File: config.mk
export PLATFORM = sky130hd
export DESIGN_NAME = cc_channel
export DESIGN_NICKNAME = d
export VERILOG_FILES = /design/src/cc_channel.v
export VERILOG_INCLUDE_DIRS = /design/src /design/src/src
export SDC_FILE = /design/constraint.sdc
export NUM_CORES = 1
export LEC_CHECK = 0
export ABC_AREA = 1
export BUFFER_PORTS_ARGS = -buffer_cell sky130_fd_sc_hd__buf_2
export CAP_MARGIN = 10
export CORE_ASPECT_RATIO = 0.8
export CORE_MARGIN = 4
export CORE_UTILIZATION = 38
export DETAILED_ROUTE_END_ITERATION = 10
export SYNTH_ARGS = -nofsm -noshare
export SYNTH_HDL_FRONTEND = slang
export SYNTH_SLANG_ARGS = --single-unit
File: constraint.sdc
create_clock -name CLK -period 4.3 [get_ports CLK]
set_input_delay 1.29 -clock CLK [delete_from_list [all_inputs] [get_ports CLK]]
set_output_delay 1.29 -clock CLK [all_outputs]
set_load 0.1 [all_outputs]
File: src/cc_channel_defines.vh
/*
 * Constants of the capture/compare channel: register offsets, field
 * positions, reset values and code points.
 * Assumes it is included by bare name from the channel design file.
 */
`ifndef CC_CHANNEL_DEFINES_VH
`define CC_CHANNEL_DEFINES_VH

// ----------------------------------------------------------------------
// Register byte offsets
// ----------------------------------------------------------------------
`define OFS_CONTROL 8'h00
`define OFS_VALUE 8'h04
`define OFS_VECTOR 8'h08
`define OFS_STATUS 8'h0C
`define OFS_MASK 8'h10

// ----------------------------------------------------------------------
// Channel control field positions
// ----------------------------------------------------------------------
`define F_EDGE_HI 15
`define F_EDGE_LO 14
`define F_SRC_HI 13
`define F_SRC_LO 12
`define F_SYNC 11
`define F_LOAD_HI 10
`define F_LOAD_LO 9
`define F_FUNC 8
`define F_WAVE_HI 7
`define F_WAVE_LO 5
`define F_IE 4
`define F_LEVEL_IN 3
`define F_PIN 2
`define F_OVR 1
`define F_FLAG 0

// ----------------------------------------------------------------------
// Reset values and codes
// ----------------------------------------------------------------------
`define RST_CONTROL 16'h0000
`define RST_VALUE 16'h0000
`define EDGE_RISE 2'h1
`define EDGE_FALL 2'h2
`define EDGE_BOTH 2'h3
`define SRC_A 2'h0
`define SRC_B 2'h1
`define SRC_GND 2'h2
`define SRC_VCC 2'h3
`define LOAD_WRITE 2'h0
`define LOAD_ZERO 2'h1
`define LOAD_PERIOD 2'h2
`define LOAD_SELF 2'h3
`define MODE_UPDOWN 2'h3
`define VEC_NONE 16'h0000
`define VEC_OVERFLOW 16'h000E
// Status bits: capture, compare match, overrun
`define ST_CAPTURE 0
`define ST_COMPARE 1
`define ST_OVERRUN 2
`define ST_WIDTH 3

`endif

File: src/cc_channel.v
/*
 * One capture/compare channel of a 16-bit timer with a classic Wishbone
 * register slave, sticky event status with mask, and the shared vector.
 * Assumes the counter, its mode and period value, and the period match
 * come from the timer core on the same clock; all inputs are synchronous
 * to CLK; other channels' pending lines arrive on PEND_IN.
 */
`timescale 1ns/1ns
`include "cc_channel_defines.vh"

module cc_channel #(
    parameter CHAN_NUM = 1
) (
    // Clock, reset, enable
    input wire CLK,
    input wire RST_B,
    input wire CE,
    // Wishbone slave
    input wire CYC_I,
    input wire STB_I,
    input wire WE_I,
    input wire [7:0] ADR_I,
    input wire [3:0] SEL_I,
    input wire [31:0] DAT_I,
    output reg [31:0] DAT_O,
    output wire ACK_O,
    // Timer core
    input wire [15:0] COUNT_VALUE,
    input wire [1:0] COUNT_MODE,
    input wire [15:0] PERIOD_VALUE,
    input wire PERIOD_MATCH,
    // Channel pins
    input wire CH_IN_A,
    input wire CH_IN_B,
    output wire CH_OUT,
    // Interrupts and vector sharing
    input wire [6:0] PEND_IN,
    output reg [6:0] VEC_CLR,
    output wire CH_IRQ,
    output wire IRQ
);

    // ------------------------------------------------------------------
    // State
    // ------------------------------------------------------------------
    reg [1:0] edge_sel_q;
    reg [1:0] src_sel_q;
    reg sync_en_q;
    reg [1:0] load_ev_q;
    reg func_q;
    reg [2:0] wave_q;
    reg ie_q;
    reg pin_level_q;
    reg ovr_q;
    reg flag_q;
    reg [15:0] value_q;
    reg [15:0] latch_q;
    reg out_q;
    reg in_sync_q;
    reg in_prev_q;
    reg match_prev_q;
    reg [`ST_WIDTH-1:0] status_q;
    reg [`ST_WIDTH-1:0] mask_q;
    reg ack_q;

    // ------------------------------------------------------------------
    // Input selection and edge detection
    // ------------------------------------------------------------------
    reg sel_in;
    // Routed input
    always @* begin
        case (src_sel_q)
            `SRC_A: sel_in = CH_IN_A;
            `SRC_B: sel_in = CH_IN_B;
            `SRC_GND: sel_in = 1'b0;
            `SRC_VCC: sel_in = 1'b1;
            default: sel_in = 1'b0;
        endcase
    end

    // Sync mode looks one clock later, so edges line up with the timer
    wire cap_src = sync_en_q ? in_sync_q : sel_in;
    wire rise = cap_src & ~in_prev_q;
    wire fall = ~cap_src & in_prev_q;
    reg cap_edge;
    always @* begin
        case (edge_sel_q)
            `EDGE_RISE: cap_edge = rise;
            `EDGE_FALL: cap_edge = fall;
            `EDGE_BOTH: cap_edge = rise | fall;
            default: cap_edge = 1'b0;
        endcase
    end
    wire cap_ev = func_q & cap_edge;
    wire ovr_ev = cap_ev & flag_q;

    // ------------------------------------------------------------------
    // Compare and shadow latch loading
    // ------------------------------------------------------------------
    wire match = (COUNT_VALUE == latch_q);
    // Only the arrival at the value counts, a stopped counter fires once
    wire match_ev = ~func_q & match & ~match_prev_q;
    wire at_zero = (COUNT_VALUE == 16'h0000);
    reg load_ev;
    always @* begin
        case (load_ev_q)
            `LOAD_ZERO: load_ev = at_zero;
            `LOAD_PERIOD: load_ev = at_zero |
                ((COUNT_MODE == `MODE_UPDOWN) & (COUNT_VALUE == PERIOD_VALUE));
            `LOAD_SELF: load_ev = match;
            default: load_ev = 1'b0;
        endcase
    end

    // ------------------------------------------------------------------
    // Wishbone decode
    // ------------------------------------------------------------------
    wire req = CYC_I & STB_I & ~ack_q;
    wire acc = CE & req;
    wire wr = acc & WE_I;
    wire rd = acc & ~WE_I;
    wire hit_ctl = (ADR_I == `OFS_CONTROL);
    wire hit_val = (ADR_I == `OFS_VALUE);
    wire hit_vec = (ADR_I == `OFS_VECTOR);
    wire hit_st = (ADR_I == `OFS_STATUS);
    wire hit_msk = (ADR_I == `OFS_MASK);
    wire wr_lo = SEL_I[0];
    wire wr_hi = SEL_I[1];
    wire wr_ctl = wr & hit_ctl;
    wire wr_val = wr & hit_val;
    assign ACK_O = ack_q;

    // Byte-lane merge for the value register
    wire [15:0] val_wdata = {wr_hi ? DAT_I[15:8] : value_q[15:8],
                             wr_lo ? DAT_I[7:0] : value_q[7:0]};

    // ------------------------------------------------------------------
    // Vector priority
    // ------------------------------------------------------------------
    wire own_pend = flag_q & ie_q;
    reg [6:0] pend;
    reg [15:0] vec;
    reg [6:0] win;
    integer i;
    // Channel one highest, overflow lowest
    always @* begin
        pend = PEND_IN;
        pend[CHAN_NUM-1] = own_pend;
        vec = `VEC_NONE;
        win = 7'h00;
        for (i = 6; i >= 0; i = i - 1) begin
            if (pend[i]) begin
                vec = {11'h000, i[3:0] + 4'h1, 1'b0};
                win = 7'h01 << i;
            end
        end
    end
    wire vec_rd = rd & hit_vec;
    wire own_clr = vec_rd & win[CHAN_NUM-1];

    // ------------------------------------------------------------------
    // Read mux
    // ------------------------------------------------------------------
    wire [15:0] ctl_rd = {edge_sel_q, src_sel_q, sync_en_q, load_ev_q, func_q,
                          wave_q, ie_q, sel_in, pin_level_q, ovr_q, flag_q};
    reg [15:0] rdata;
    always @* begin
        rdata = 16'h0000;
        if (hit_ctl) rdata = ctl_rd;
        if (hit_val) rdata = value_q;
        if (hit_vec) rdata = vec;
        if (hit_st) rdata = {13'h0000, status_q};
        if (hit_msk) rdata = {13'h0000, mask_q};
    end

    // ------------------------------------------------------------------
    // Bus response: one wait state, unmapped reads return zero
    // ------------------------------------------------------------------
    always @(posedge CLK or negedge RST_B) begin
        if (!RST_B) begin
            ack_q <= 1'b0;
            DAT_O <= 32'h00000000;
            VEC_CLR <= 7'h00;
        end else if (CE) begin
            ack_q <= req;
            VEC_CLR <= 7'h00;
            if (rd) begin
                DAT_O <= {16'h0000, rdata};
            end
            if (vec_rd) begin
                // Foreign sources are cleared by their owners
                VEC_CLR <= win & ~(7'h01 << (CHAN_NUM - 1));
            end
        end
    end

    // ------------------------------------------------------------------
    // Control register fields
    // ------------------------------------------------------------------
    always @(posedge CLK or negedge RST_B) begin
        if (!RST_B) begin
            {edge_sel_q, src_sel_q, sync_en_q, load_ev_q, func_q} <= 8'h00;
            {wave_q, ie_q, pin_level_q} <= 5'h00;
        end else if (CE & wr_ctl) begin
            if (wr_hi) begin
                edge_sel_q <= DAT_I[`F_EDGE_HI:`F_EDGE_LO];
                src_sel_q <= DAT_I[`F_SRC_HI:`F_SRC_LO];
                sync_en_q <= DAT_I[`F_SYNC];
                load_ev_q <= DAT_I[`F_LOAD_HI:`F_LOAD_LO];
                func_q <= DAT_I[`F_FUNC];
            end
            if (wr_lo) begin
                wave_q <= DAT_I[`F_WAVE_HI:`F_WAVE_LO];
                ie_q <= DAT_I[`F_IE];
                pin_level_q <= DAT_I[`F_PIN];
            end
        end
    end

    // ------------------------------------------------------------------
    // Flags: hardware set wins over any software or vector clear
    // ------------------------------------------------------------------
    always @(posedge CLK or negedge RST_B) begin
        if (!RST_B) begin
            ovr_q <= 1'b0;
            flag_q <= 1'b0;
        end else if (CE) begin
            if (ovr_ev) begin
                ovr_q <= 1'b1;
            end else if (wr_ctl & wr_lo) begin
                ovr_q <= DAT_I[`F_OVR];
            end
            if (cap_ev | match_ev) begin
                flag_q <= 1'b1;
            end else if (wr_ctl & wr_lo) begin
                flag_q <= DAT_I[`F_FLAG];
            end else if (own_clr) begin
                flag_q <= 1'b0;
            end
        end
    end

    // ------------------------------------------------------------------
    // Value register and shadow latch
    // ------------------------------------------------------------------
    always @(posedge CLK or negedge RST_B) begin
        if (!RST_B) begin
            value_q <= `RST_VALUE;
            latch_q <= `RST_VALUE;
        end else if (CE) begin
            // A capture beats a software write in the same cycle
            if (cap_ev) begin
                value_q <= COUNT_VALUE;
            end else if (wr_val) begin
                value_q <= val_wdata;
            end
            if (wr_val & (load_ev_q == `LOAD_WRITE)) begin
                latch_q <= val_wdata;
            end else if (load_ev) begin
                latch_q <= value_q;
            end
        end
    end

    // ------------------------------------------------------------------
    // Edge history
    // ------------------------------------------------------------------
    always @(posedge CLK or negedge RST_B) begin
        if (!RST_B) begin
            in_sync_q <= 1'b0;
            in_prev_q <= 1'b0;
            // Counter and latch both sit at zero out of reset: no false match
            match_prev_q <= 1'b1;
        end else if (CE) begin
            in_sync_q <= sel_in;
            in_prev_q <= cap_src;
            match_prev_q <= match;
        end
    end

    // ------------------------------------------------------------------
    // Output waveform unit
    // ------------------------------------------------------------------
    // On channel one the two events coincide, so mixed modes degrade
    reg out_d;
    always @* begin
        out_d = out_q;
        case (wave_q)
            3'h0: out_d = pin_level_q;
            3'h1: if (match_ev) out_d = 1'b1;
            3'h2: begin
                if (match_ev) out_d = ~out_q;
                if (PERIOD_MATCH) out_d = 1'b0;
            end
            3'h3: begin
                if (match_ev) out_d = 1'b1;
                if (PERIOD_MATCH) out_d = 1'b0;
            end
            3'h4: if (match_ev) out_d = ~out_q;
            3'h5: if (match_ev) out_d = 1'b0;
            3'h6: begin
                if (match_ev) out_d = ~out_q;
                if (PERIOD_MATCH) out_d = 1'b1;
            end
            3'h7: begin
                if (match_ev) out_d = 1'b0;
                if (PERIOD_MATCH) out_d = 1'b1;
            end
            default: out_d = out_q;
        endcase
    end

    always @(posedge CLK or negedge RST_B) begin
        if (!RST_B) begin
            out_q <= 1'b0;
        end else if (CE) begin
            out_q <= out_d;
        end
    end
    assign CH_OUT = out_q;

    // ------------------------------------------------------------------
    // Sticky status, mask and interrupt lines
    // ------------------------------------------------------------------
    wire [`ST_WIDTH-1:0] st_set = {ovr_ev, match_ev, cap_ev};
    always @(posedge CLK or negedge RST_B) begin
        if (!RST_B) begin
            status_q <= {`ST_WIDTH{1'b0}};
            mask_q <= {`ST_WIDTH{1'b0}};
        end else if (CE) begin
            if (rd & hit_st) begin
                status_q <= st_set;
            end else begin
                status_q <= status_q | st_set;
            end
            if (wr & hit_msk & wr_lo) begin
                mask_q <= DAT_I[`ST_WIDTH-1:0];
            end
        end
    end
    assign IRQ = |(status_q & mask_q);
    assign CH_IRQ = own_pend;

endmodule

## Yosys cells after proc, flatten, opt, wreduce, memory -nomap -nowiden

Index checks and enable logic that the tools add are counted.
W data, S select, Z words.

| cells by class | value |
|---|---|
| reduce and logical (&&, ||, !) cells | 18 |
| bitwise logic cells | 35 |
| muxes and demuxes | 44 |
| eq/ne operators | 23 |

Operators by type and width:

| operator | number |
|---|---|
| $mux W16 | 15 |
| $mux W7 | 8 |
| $eq A16 B16 Y1 | 2 |
| $and A1 B1 Y1 | 23 |
| $eq A8 B4 Y1 const B | 2 |
| $logic_not A16 Y1 | 1 |
| $mux W8 | 2 |
| $reduce_and A2 Y1 | 8 |
| $eq A2 B2 Y1 const B | 7 |
| $mux W1 | 13 |
| $eq A3 B3 Y1 const B | 4 |
| $eq A8 B3 Y1 const B | 1 |
| $eq A8 B5 Y1 const B | 1 |
| $logic_not A8 Y1 | 1 |
| $pmux W1 S8 | 1 |
| $not A1 Y1 | 7 |
| $eq A2 B1 Y1 const B | 3 |
| $eq A3 B2 Y1 const B | 2 |
| $pmux W1 S3 | 2 |
| $reduce_bool A2 Y1 | 3 |
| $logic_not A2 Y1 | 2 |
| $mux W4 | 1 |
| $pmux W1 S4 | 1 |
| $and A3 B3 Y3 | 1 |
| other kinds (7) | 9 |

| storage, ports and cells | value |
|---|---|
| output and inout bits | 43 |
| input port bits | 94 |
| word-level logic and storage cells | 141 |
| bits in registers | 81 |

## Depth between registers and ports, before layout

| depth | value |
|---|---|
| depth in word-level cells | 11 |
| mapped depth | 16 |
| gate-level depth less buffers | 16 |

## Worst setup path before layout

Ideal clock, no wire load.

| path | value |
|---|---|
| path kind | input to register |
| start point | input port CH_IN_B |
| end point | register value_q[10] |
| stages | 13 |
| buffers on the path | 1 |
| setup time | 130 ps |
| slack | 1093 ps |
| arrival | 3076 ps |
| cell sequence | o21ai_0 -> o21ai_0 -> or2_2 -> o21ai_0 -> inv_1 -> ha_1 -> o21ai_0 -> nand2_1 -> inv_1 -> buf_1 -> nand2_1 -> o211ai_1 -> o21ai_0 |

| on the way | value |
|---|---|
| cells in the longest elaborated chain, start to end | 9 |
| elaborated cells between the ends (all ways) | 11 |

RTL lines:

| item | RTL line | RTL |
|---|---|---|
| from (decl) | cc_channel.v:34 | `input wire CH_IN_B,` |
| $pmux W1 S4 * | cc_channel.v:72 | `case (src_sel_q)` |
| $mux W1 * | cc_channel.v:82 | `wire cap_src = sync_en_q ? in_sync_q : sel_in;` |
| via cap_src | cc_channel.v:82 |  |
| $not A1 Y1 | cc_channel.v:84 | `wire fall = ~cap_src & in_prev_q;` |
| $and A1 B1 Y1 | cc_channel.v:84 |  |
| $or A1 B1 Y1 | cc_channel.v:90 | `` `EDGE_BOTH: cap_edge = rise \| fall; `` |
| $pmux W1 S3 * | cc_channel.v:87 | `case (edge_sel_q)` |
| $and A1 B1 Y1 * | cc_channel.v:94 | `wire cap_ev = func_q & cap_edge;` |
| $reduce_bool A2 Y1 (no source line) | n/a |  |
| $reduce_and A2 Y1 (no source line) | n/a |  |
| to (signal assigned) | cc_channel.v:248 | `` value_q <= `RST_VALUE; `` |
| to (signal assigned) | cc_channel.v:255 | `value_q <= val_wdata;` |
| to (decl) | cc_channel.v:56 | `reg [15:0] value_q;` |

Mark *: on every way through the listed nets, which the timed path passes. The rest lies on a longest branch.
A chain may end at the register's enable or synchronous reset.

## Worst setup path in the final report

| path | value |
|---|---|
| start point | input port CH_IN_B |
| end point | register value_q[13] |

Same word-level chain as after synthesis.

==> metrics.cfg <==
[synthesis]
synthTopCellsByArea = dfrtp_1 39%, nand2_1 18%, o21ai_0 5.7%
synth-seq-area-share_pct = 40.0
synthDistinctLibCells = 40
synth_top_family_by_area = simple AND/OR/NAND/NOR gates
synth_area_um2 = 5010
synth_mux_area_share_pct = 0.899
synth_compound_area_share_pct = 14.7
synthXorXnorAreaFrac_pct = 1.75
yosysTopAreaCellShare_pct = 39.4
synth-seq-cells = 80
netlist_instances = 712
synthAdderAreaFrac_pct = 0.999
synth_largest_area_cell = dfrtp_1
synth-simple-area-share_pct = 29.8
yosys_warnings = 0
avgSynthCellArea_um2 = 7.04

[final_layout]
postLayoutCoreUtil_pct = 46.0
nets = 902
fillerInstances = 1355
layout_common_cells = 236 x nand2_1, 99 x buf_2, 79 x dfrtp_1
area_growth_pct = 18.2
final_common_cell = nand2_1
design_area_um2 = 5920
antenna_cells = 0
drive_gt1_share_pct = 19.7

[cts]
htree_levels = 3
numCtsBuffers = 9
path_clk_slew_ns = 0.06
clockRootBuffer = clkbuf_16
cts.hold.buffers_added = 0
cts_buffer_depth = 2
cts_sinks = 80
cts_tree = done
insertion_delay_ns = 0.34
cts_resized = 0
post-cts-setup-buffers = 0

[detailed_routing]
drtIter0Drc = 374
ant_nets = 0
viasPerCell = 4.89
drt_wl_total_mm = 13.6
dr.pass1.iters = 5
wl_per_cell_um = 13.8
vias = 4812
drcViolationCount = 0

[setup_path]
slowest_delay_ns = 0.30
startpoint_type = input port
worstSetupStartpoint = CH_IN_B
cp_common_cell = o21ai_0
r2r_slack_ns = 1.58
arrival_ns = 3.62
path_max_fanout = 21
r2r-end = value_q[13]
crit_path_end_kind = register
worst_r2r_path_depth = 14
cp.required_ns = 4.56
worst_path_max_delay_cell = or2_2
r2r-start = src_sel_q[1]
critPathKind = input port to register
crit_end = value_q[13]
crit_chain = buf_2, o21ai_0, o21ai_0, or2_2, o21ai_0, inv_1, ha_1, o21ai_0, nand2_1, inv_1, nand2_1, o21ai_2, buf_8, o211ai_1, o21ai_1

[timing]
setup_tns_ns = 0
skew_ns = 0.00583
setup_viol_count_final = 0
finalCriticalPeriod_ns = 3.37
tightest_slew_ns = 1.06
slew_headroom_pct = 29.1
rsz0062_at_grt = false
hold_viol = 0
slew_violations = 0
fin_crit_sh_pct = 78.3
fmax_mhz = 297
worst_slack_ns = 0.934

[status]
status = finished, final reports clean

[grt]
met3_usage_pct = 4.45
gr-usage-met1_pct = 25.7
grt_pass1_wl_mm = 22.6
gr-usage-met2_pct = 29.3
grt_overflow = 0
grt_pass1_vias = 4711
grt_usage_pct = 18.5
grt_max_degree = 81
antenna_found_initial = 0
grt.busiest_layer = met2

[die]
die_area_um2 = 15100
start_util_pct = 38.9
die_y_um = 111
pin_count = 137
core_um2 = 12900
floorplan.rows = 37
die_x_um = 136

[hold_path]
min_path_type = register to register

[power_and_ir_drop]
finalPower_uw = 1940
peakVddDrop_uv = 182
power.density_nw_per_um2 = 328
p_leak_uw = 0.00314

[run]
max-cap-violations = 0

[place]
place_area_um2 = 5580
io_buffers = 100
hpwl_mm = 10.5
globalplace.congestion = 0.829
place_ws_ns = 0.476

cells in the mapped netlist:
library cell and n:
mux2_1 2, nand2_2 3, dfstp_2 1, buf_1 2, or2_2 1, nand4_4 1, nor2_2 3, nor3_1 4
xor2_1 8, a41oi_1 1, inv_2 18, conb_1 1, buf_2 7, a21oi_1 29, nor4_1 3, xnor2_1 2
nand3_4 2, nand4_1 7, buf_4 22, nor2_4 3, clkbuf_1 8, o31ai_1 3, ha_1 4, buf_6 1
o21ai_2 1, nand2_4 2, o22ai_1 8, nand3_2 3, nand2_1 236, o2111ai_1 2, dfrtp_1 79, and3_1 1
nand3_1 23, a31oi_1 1, mux2_2 2, inv_1 74, o21ai_0 57, o211ai_1 18, nor2_1 58, o21ai_1 11
metrics by stage:
step / instances / hold slack [ns]
2_1_floorplan: 728 / 0.444
3_3_place_gp: 967 / 0.461
3_5_place_dp: 967 / 0.461
4_1_cts: 983 / 0.477
5_1_grt: 984 / 0.492
6_report: 984 / 0.471
cell families after synthesis:
family / Yosys count
simple gates: 350
buf+inv: 132
compound gates: 131
flops: 80
xor+xnor: 10
fa+ha+maj: 4
mux: 4
other cells: 1
where the power goes:
| group | internal, uW | switching (uW) |
|---|---|---|
| clock network | 557 | 298 |
| logic | 70.0 | 237 |
| registers | 772 | 8.11 |
| total | 1400 | 542 |
area by class of cell:
type / instances / area [um2] / share of cell area (%)
multi-input cells: 516 / 2470 / 41.8
clock buffers: 14 / 274 / 4.63
well taps: 175 / 219 / 3.70
flip-flops and latches: 80 / 2000 / 33.8
clock inverters: 2 / 60.1 / 1.01
repair buffers: 105 / 548 / 9.25
inverters: 92 / 345 / 5.83
worst max-delay path: cells and delay by family:
family | cells | cell delay, ns
compound gates | 7 | 1.02
fa+ha+maj | 1 | 0.29
buf+inv | 4 | 0.51
simple gates | 3 | 0.51
state kept, by name (all words and copies together) (netlist names), 2 cells and up:
register,count
wave_q,3
DAT_O,16
VEC_CLR,6
status_q,3
edge_sel_q,2
load_ev_q,2
latch_q,16
mask_q,3
value_q,16
src_sel_q,2
metal layers:
metal / wire length [um] / up-vias
met5: 0 / -
met4: 113 / 0
met3: 809 / 11
met2: 6300 / 131
met1: 6350 / 2250
li1: - / 2420
worst min path at each step:
| stage | to | slack [ns] | start | cells past startpoint |
|---|---|---|---|---|
| global placement | in_sync_q | 0.46 | in_sync_q | 2 |
| detailed placement | DAT_O[13] | 0.46 | DAT_O[13] | 2 |
| global route | DAT_O[13] | 0.49 | DAT_O[13] | 2 |
| CTS | DAT_O[13] | 0.48 | DAT_O[13] | 2 |
| finish | DAT_O[13] | 0.47 | DAT_O[13] | 2 |
| floorplan | in_sync_q | 0.44 | in_sync_q | 2 |
No activity file was read; power rests on OpenSTA's default activity.
